$ cat src/include/icache_defs.svh
`ifndef ICACHE_DEFS_SVH
`define ICACHE_DEFS_SVH

// ****************************************
// Control register fields
// ****************************************
`define CCR_ENABLE_BIT    0
`define CCR_FREEZE_BIT    1
`define CCR_CLR_ENTRY_BIT 2
`define CCR_CLR_ALL_BIT   3
`define CCR_RESET_VAL     2'h0

// ****************************************
// Address fields
// ****************************************
`define IDX_LSB   2
`define IDX_MSB   7
`define TAG_LSB   8
`define TAG_MSB   31
`define WORD_SEL  1
`define ENTRIES   64

`endif

$ cat src/include/icache_pkg.sv
package icache_pkg;
  typedef enum logic [1:0] {
    ST_IDLE = 2'b00,
    ST_LOOK = 2'b01,
    ST_FILL = 2'b10
  } fetch_state_e;

  typedef logic [24:0] tag_t;
endpackage

$ cat src/rtl/icache_ram.sv
module icache_ram #(
  parameter int DEPTH = 64,
  parameter int WIDTH = 57,
  parameter int AW    = 6
) (
  // Clock
  input  wire logic             clk,
  // Write port
  input  wire logic             wr_en,
  input  wire logic [AW-1:0]    wr_addr,
  input  wire logic [WIDTH-1:0] wr_data,
  // Read port
  input  wire logic [AW-1:0]    rd_addr,
  output logic      [WIDTH-1:0] rd_data
);
  logic [WIDTH-1:0] mem [DEPTH];

  always_ff @(posedge clk) begin
    if (wr_en) begin
      mem[wr_addr] <= wr_data;
    end
    rd_data <= mem[rd_addr];
  end
endmodule

$ cat src/rtl/icache.sv
`include "icache_defs.svh"

// What this block does
// Direct-mapped array of 64 entries, one long word each.
// Entry holds tag A31-A8 plus space-code top bit, valid, 32 data bits.
// Fetch with cache enabled indexes an entry by A7-A2 first.
// Hit needs equal tag, equal space bit and set valid; A1 picks word.
// Miss or invalid fetches externally, fills and validates unless frozen.
// Fills are aligned long-word fetches updating both words.
// Only instruction prefetches use the cache; data accesses never do.
// Tag compare uses all address bits 31 to 8 internally.
// Reset clears all valid flags and the enable and freeze controls.
// Active-low disable input forces cache disabled regardless of enable.
// Control register 32 bits, supervisor move only; bits 31-4 read zero.
// Clear-all write clears every valid flag; reads back zero.
// Clear-entry clears valid at address register index; reads zero.
// Freeze set stops miss replacement; freeze clear lets miss fill.
// Clearing enable keeps entries; they hit again when re-enabled.
// Software writes zeros to reserved control register bits.
// Disable input invalidates nothing; entries usable after negation.
// Address register 32 bits, index in bits 7-2, rest reserved.
// Control bits: 3 clear-all, 2 clear-entry, 1 freeze, 0 enable.
// Disabled cache treats every fetch as external miss, no allocation.
module icache
  import icache_pkg::*;
#(
  parameter int ENTRIES = `ENTRIES
) (
  // Clock and reset
  input  wire logic        clk,
  input  wire logic        arst_n,
  // Disable pin
  input  wire logic        lookup_inhibit_n,
  // Control register move port
  input  wire logic        ctl_wr,
  input  wire logic        ctl_rd,
  input  wire logic        ctl_sel_addr,
  input  wire logic        ctl_supervisor,
  input  wire logic [31:0] ctl_wdata,
  output logic      [31:0] ctl_rdata,
  // Core prefetch port
  input  wire logic        req_valid,
  input  wire logic        req_instr,
  input  wire logic [31:0] req_addr,
  input  wire logic        space_code_top_bit,
  output logic             req_ready,
  output logic             rsp_valid,
  output logic      [15:0] rsp_word,
  output logic             rsp_hit,
  // External fetch port
  output logic             ext_req,
  output logic      [31:0] ext_addr,
  output logic             ext_cacheable,
  input  wire logic        ext_ack,
  input  wire logic [31:0] ext_data
);
  localparam int AW = $clog2(ENTRIES);
  localparam int TW = 25;

  // ****************************************
  // Pin synchroniser
  // ****************************************
  logic inh_s1_r, inh_s2_r;
  always_ff @(posedge clk or negedge arst_n) begin
    if (!arst_n) begin
      inh_s1_r <= 1'b1;
      inh_s2_r <= 1'b1;
    end else begin
      inh_s1_r <= lookup_inhibit_n;
      inh_s2_r <= inh_s1_r;
    end
  end

  // ****************************************
  // Control and address registers
  // ****************************************
  logic          en_r, en_nxt, frz_r, frz_nxt;
  logic [AW-1:0] cache_addr_reg_idx_r, cache_addr_reg_idx_nxt;
  logic [ENTRIES-1:0] valid_r, valid_nxt;
  logic          ctl_wr_ok, cache_on;

  assign ctl_wr_ok = ctl_wr && ctl_supervisor;
  assign cache_on  = en_r && inh_s2_r;

  always_comb begin
    en_nxt       = en_r;
    frz_nxt      = frz_r;
    cache_addr_reg_idx_nxt = cache_addr_reg_idx_r;
    if (ctl_wr_ok && !ctl_sel_addr) begin
      en_nxt  = ctl_wdata[`CCR_ENABLE_BIT];
      frz_nxt = ctl_wdata[`CCR_FREEZE_BIT];
    end
    if (ctl_wr_ok && ctl_sel_addr) begin
      cache_addr_reg_idx_nxt = ctl_wdata[`IDX_MSB:`IDX_LSB];
    end
  end

  always_ff @(posedge clk or negedge arst_n) begin
    if (!arst_n) begin
      en_r       <= 1'b0;
      frz_r      <= 1'b0;
      cache_addr_reg_idx_r <= '0;
    end else begin
      en_r       <= en_nxt;
      frz_r      <= frz_nxt;
      cache_addr_reg_idx_r <= cache_addr_reg_idx_nxt;
    end
  end

  // Reserved and clear bits read zero
  always_comb begin
    ctl_rdata = 32'h0000_0000;
    if (ctl_rd && ctl_supervisor) begin
      if (ctl_sel_addr) begin
        ctl_rdata[`IDX_MSB:`IDX_LSB] = cache_addr_reg_idx_r;
      end else begin
        ctl_rdata[`CCR_ENABLE_BIT] = en_r;
        ctl_rdata[`CCR_FREEZE_BIT] = frz_r;
      end
    end
  end

  // ****************************************
  // Fetch sequencer
  // ****************************************
  fetch_state_e  st_r, st_nxt;
  logic [31:0]   addr_r, addr_nxt;
  logic          fc_r, fc_nxt, use_r, use_nxt;
  logic [15:0]   word_r, word_nxt;
  logic          rv_r, rv_nxt, hit_r, hit_nxt;
  logic [TW+32-1:0] rd_data;
  logic          tag_eq, hit, fill_we;

  function automatic tag_t make_tag(input logic [31:0] a, input logic fc);
    make_tag = {fc, a[`TAG_MSB:`TAG_LSB]};
  endfunction

  function automatic logic [AW-1:0] idx_of(input logic [31:0] a);
    idx_of = a[`IDX_MSB:`IDX_LSB];
  endfunction

  icache_ram #(.DEPTH(ENTRIES), .WIDTH(TW + 32), .AW(AW)) u_ram (
    .clk     (clk),
    .wr_en   (fill_we),
    .wr_addr (idx_of(addr_r)),
    .wr_data ({make_tag(addr_r, fc_r), ext_data}),
    .rd_addr (idx_of(req_addr)),
    .rd_data (rd_data)
  );

  assign tag_eq = rd_data[TW+31:32] == make_tag(addr_r, fc_r);
  assign hit    = use_r && cache_on && valid_r[idx_of(addr_r)]
                  && tag_eq;
  assign fill_we = (st_r == ST_FILL) && ext_ack && use_r
                   && cache_on && !frz_r;

  always_comb begin
    st_nxt   = st_r;
    addr_nxt = addr_r;
    fc_nxt   = fc_r;
    use_nxt  = use_r;
    word_nxt = word_r;
    rv_nxt   = 1'b0;
    hit_nxt  = 1'b0;
    unique case (st_r)
      ST_IDLE: begin
        if (req_valid) begin
          addr_nxt = req_addr;
          fc_nxt   = space_code_top_bit;
          use_nxt  = req_instr && cache_on;
          st_nxt   = ST_LOOK;
        end
      end
      ST_LOOK: begin
        if (hit) begin
          word_nxt = addr_r[`WORD_SEL] ? rd_data[15:0] : rd_data[31:16];
          rv_nxt   = 1'b1;
          hit_nxt  = 1'b1;
          st_nxt   = ST_IDLE;
        end else begin
          st_nxt = ST_FILL;
        end
      end
      ST_FILL: begin
        if (ext_ack) begin
          word_nxt = addr_r[`WORD_SEL] ? ext_data[15:0] : ext_data[31:16];
          rv_nxt   = 1'b1;
          st_nxt   = ST_IDLE;
        end
      end
      default: st_nxt = ST_IDLE;
    endcase
  end

  always_ff @(posedge clk or negedge arst_n) begin
    if (!arst_n) begin
      st_r   <= ST_IDLE;
      addr_r <= 32'h0000_0000;
      fc_r   <= 1'b0;
      use_r  <= 1'b0;
      word_r <= 16'h0000;
      rv_r   <= 1'b0;
      hit_r  <= 1'b0;
    end else begin
      st_r   <= st_nxt;
      addr_r <= addr_nxt;
      fc_r   <= fc_nxt;
      use_r  <= use_nxt;
      word_r <= word_nxt;
      rv_r   <= rv_nxt;
      hit_r  <= hit_nxt;
    end
  end

  // ****************************************
  // Valid flags
  // ****************************************
  always_comb begin
    valid_nxt = valid_r;
    if (fill_we) begin
      valid_nxt[idx_of(addr_r)] = 1'b1;
    end
    if (ctl_wr_ok && !ctl_sel_addr && ctl_wdata[`CCR_CLR_ENTRY_BIT]) begin
      valid_nxt[cache_addr_reg_idx_r] = 1'b0;
    end
    if (ctl_wr_ok && !ctl_sel_addr && ctl_wdata[`CCR_CLR_ALL_BIT]) begin
      valid_nxt = '0;
    end
  end

  always_ff @(posedge clk or negedge arst_n) begin
    if (!arst_n) begin
      valid_r <= '0;
    end else begin
      valid_r <= valid_nxt;
    end
  end

  assign req_ready     = (st_r == ST_IDLE);
  assign rsp_valid     = rv_r;
  assign rsp_word      = word_r;
  assign rsp_hit       = hit_r;
  assign ext_req       = (st_r == ST_FILL);
  assign ext_addr      = {addr_r[31:2], 2'b00};
  assign ext_cacheable = use_r;
endmodule

$ cat config.mk
export PLATFORM = sky130hd
export DESIGN_NAME = icache
export DESIGN_NICKNAME = d
export VERILOG_FILES = /design/src/include/icache_pkg.sv /design/src/rtl/icache_ram.sv /design/src/rtl/icache.sv
export VERILOG_INCLUDE_DIRS = /design/src /design/src/include
export SDC_FILE = /design/constraint.sdc
export NUM_CORES = 2
export LEC_CHECK = 0
export ABC_AREA = 1
export BUFFER_PORTS_ARGS = -buffer_cell sky130_fd_sc_hd__buf_2
export CORE_UTILIZATION = 45
export CTS_BUF_LIST = sky130_fd_sc_hd__clkbuf_8
export CTS_CLUSTER_SIZE = 24
export DETAILED_ROUTE_END_ITERATION = 16
export PLACE_DENSITY_LB_ADDON = 0.08
export SLEW_MARGIN = 20
export SYNTH_ARGS = -nofsm -noshare
export SYNTH_HDL_FRONTEND = slang
export SYNTH_SLANG_ARGS = --single-unit
export TNS_END_PERCENT = 50
$ cat constraint.sdc
create_clock -name clk -period 4.8 [get_ports clk]
set_input_delay 0.24 -clock clk [delete_from_list [all_inputs] [get_ports clk]]
set_output_delay 0.24 -clock clk [all_outputs]
set_load 0.01 [all_outputs]
==> flow_summary.toml <==
[critical_path]
required_ns = 5.63
cp.arrival_ns = 4.81
rr_worst_depth = 7
slowest_delay_ns = 1.10
cp_cell_sequence = "inv_1 > ha_1 > nand2_1 > nor3_2 > nand2_1 > nor2_4 > buf_12"
worstSetupEndpointType = "register"
start_kind = "register"
reg2reg_from = "st_r[0]"
cp_common_cell = "nand2_1"
timing_worst_setup_path_type = "reg2reg"
r2r_slack_ns = 0.82
r2r_end = "u_ram.mem[55][4]"
critPathMaxFanout = 23
critPathTopFamily = "simple AND/OR/NAND/NOR gates"
cp_slowest_cell = "nor2_4"
critical_path_buf_inv_count = 2

[worst_hold_path]
min_path_type = "in2reg"
hold_depth = 2
worstHoldStart = "ext_data[30]"
worstHoldEndpoint = "u_ram.mem[21][30]"

[pwr]
seqPwrFrac = 0.523
power_density_nw_per_um2 = 438
p_int_mw = 54.8
p_clk_frac = 0.360
peakVddDrop_v = 0.000413
power_frac_comb = 0.117
switching_share = 0.275
p_sw_mw = 20.8
p_leak_nw = 57.5

[run]
maxCapViolCount = 0

[sta]
final-max-slew-violation-count = 0
final_hold_viol_count = 0
setup_slack_ns = 0.821
clock.fmax_mhz = 251
final.period_utilization = 0.829
rsz0062_at_grt = "no"
min_period_ns = 3.98
setup_violations = 0
max_slew.worst_pin.slew_ns = 1.21
finalSetupTns_ns = 0
max_slew_margin = 0.192
fin_skew_ns = 0.0524

[placed_design]
place_ws_ns = 0.931
place.gp.congestion = 0.839
dpl.hpwl_um = 280000
port_buffers = 140

[cts]
numCtsBuffers = 641
cts.clk_slew.worst_paths_ns = 0.06
ctsHoldBuffers = 161
insertion_delay_ns = 1.20
h-tree-depth = 6
root_buffer = "clkbuf_8"
tritoncts = "done"
cts.path.max_buffers = 4
clock-sinks = 3832
postCtsSetupBuffers = 0
postCtsResizedCells = 0

[routing]
wl_per_cell_um = 31.2
ant_nets = 0
drtPass1Iterations = 6
wl_um = 535000
drcViolationCount = 0
vias = 105000
drtIter0Drc = 13800
vias_per_cell = 6.10

[run_status]
status = "completed"

[floorplan]
die_w_um = 581
die_area_um2 = 338000
rows = 212
dieHeight_um = 581
core_um2 = 334000
io-pin-count = 192
initial_core_util = 0.453

[global_route]
grt_overflow = 0
grt_antenna_before_repair = 36
grt_pass1_wl_um = 746000
grt_max_degree = 166
track_usage = 0.309
grt_pass1_vias = 99500

[yosys]
synthMostInstantiatedCell = "edfxtp_1"
synth-seq-cells = 3832
synthTopCellsByCount = "3648 x edfxtp_1, 2078 x nor2_1, 1899 x o21ai_0"
ys_types = 44
avgSynthCellArea_um2 = 12.8
syn_area_um2 = 151000
netlist_instances = 11800
synth-main-ff-cell = "edfxtp_1"
yosys_warnings = 0
synth_area_leader_cell = "edfxtp_1"
synth_area_leaders = "edfxtp_1 73%, o21ai_0 6.3%, nor2_1 5.2%"
synthArstFlopShare = 0.0331
synth-edff-count = 3648
synth_top_area_share = 0.725
synth_seq_area_share = 0.754

[layout]
areaGrowthSynthToFinish_pct = 14.1
num-fill-cells = 28600
layout-drive-gt1-share = 0.115
nNetsFinal = 12400
-- metrics by stage --
step | instances | total power [mW] | util | area [um2] | hold WS, ns
2_1_floorplan | 11800 | 44.4 | - | 151000 | -0.0556
6_report | 17200 | 75.5 | 0.516 | 172000 | 0.116
3_3_place_gp | 15800 | 48.5 | 0.476 | 159000 | 0.347
3_5_place_dp | 15800 | 48.7 | 0.476 | 159000 | 0.349
4_1_cts | 17200 | 75.8 | 0.516 | 172000 | 0.0117
5_1_grt | 17200 | 77.8 | 0.516 | 172000 | 0.0661
-- sequential cells by signal (all words and copies together), names as in the netlist --
name                  count
ext_cacheable             1
frz_r                     1
u_ram.mem              3648
inh_s1_r                  1
fc_r                      1
valid_r                  64
cache_addr_reg_idx_r      6
rsp_hit                   1
en_r                      1
u_ram.rd_data            57
rsp_word                 16
rsp_valid                 1
addr_r                   31
st_r                      2
inh_s2_r                  1
-- worst max path at each step --
stage | startpoint | to | slack (ns) | depth (start not counted)
floorplan | st_r[0] | u_ram.mem[0][0] | 0.40 | 7
global placement | inh_s2_r | u_ram.mem[55][53] | 0.98 | 5
detailed placement | inh_s2_r | u_ram.mem[55][53] | 0.93 | 5
CTS | inh_s2_r | u_ram.mem[55][4] | 0.90 | 5
global route | st_r[0] | u_ram.mem[55][4] | 0.79 | 7
finish | st_r[0] | u_ram.mem[55][4] | 0.82 | 7
-- kinds of logic (layout without fill, tap and decap cells) --
logic type | Yosys count | count (layout) | share of synthesized area
fa+ha+maj | 3 | 3 | 0.000249
simple gates | 3847 | 3847 | 0.102
mux | 24 | 24 | 0.00179
xor+xnor | 23 | 23 | 0.00133
flops | 3832 | 3832 | 0.754
other cells | 1 | 45 | 0.0000248
compound gates | 3088 | 3088 | 0.112
buf+inv | 958 | 1922 | 0.0284
-- cells in the final DEF, fill, tap and decap left out, types with 53 or more instances in the layout --
cell	count
nand3_1	604
clkbuf_8	690
nand2_1	1064
edfxtp_1	3648
nor2_1	2013
o22ai_1	941
dfrtp_1	99
a21oi_1	103
inv_1	281
nor2_4	65
buf_12	153
dfxtp_1	57
buf_2	129
clkinv_1	141
dlygate4sd3_1	160
buf_4	252
or2_1	53
o21ai_0	1899
-- metal layers --
metal  up-vias  track usage  share of wire  routed length [um]
met1     53500        0.429           0.41              217000
met2      5728        0.491           0.46              248000
li1      44500            -              -                   -
met5         -            0        0.00018                  96
met3      1047       0.0502          0.092               49200
met4        14        0.117          0.039               21000
-- power by group through the flow --
| stage | clock (mW) | combinational (mW) | sequential, mW |
|---|---|---|---|
| final | 27.2 | 8.83 | 39.5 |
| after global routing | 28.9 | 9.33 | 39.5 |
| after CTS | 27.5 | 8.74 | 39.5 |
| after detailed placement | 0 | 8.48 | 40.2 |
| after global placement | 0 | 8.33 | 40.2 |
| after floorplan | 0 | 3.40 | 41.0 |
-- worst register-to-register path: cells and delay by family (launching register included) --
family	cells	cell delay, ns
buf+inv	2	0.47
simple gates	4	2.48
fa+ha+maj	1	0.20
flops	1	0.41
-- area by class of cell --
cell class / instances / area (um2) / area share
tap: 4387 / 5490 / 0.0319
inverter: 72 / 319 / 0.00185
clock buffer: 689 / 9480 / 0.0550
antenna: 19 / 47.5 / 0.000276
multi-input combinational: 7011 / 33500 / 0.194
sequential: 3832 / 114000 / 0.661
timing repair buffer: 701 / 7330 / 0.0425
clock inverter: 460 / 2280 / 0.0132
Note: power is estimated with default switching activity, not from simulation.
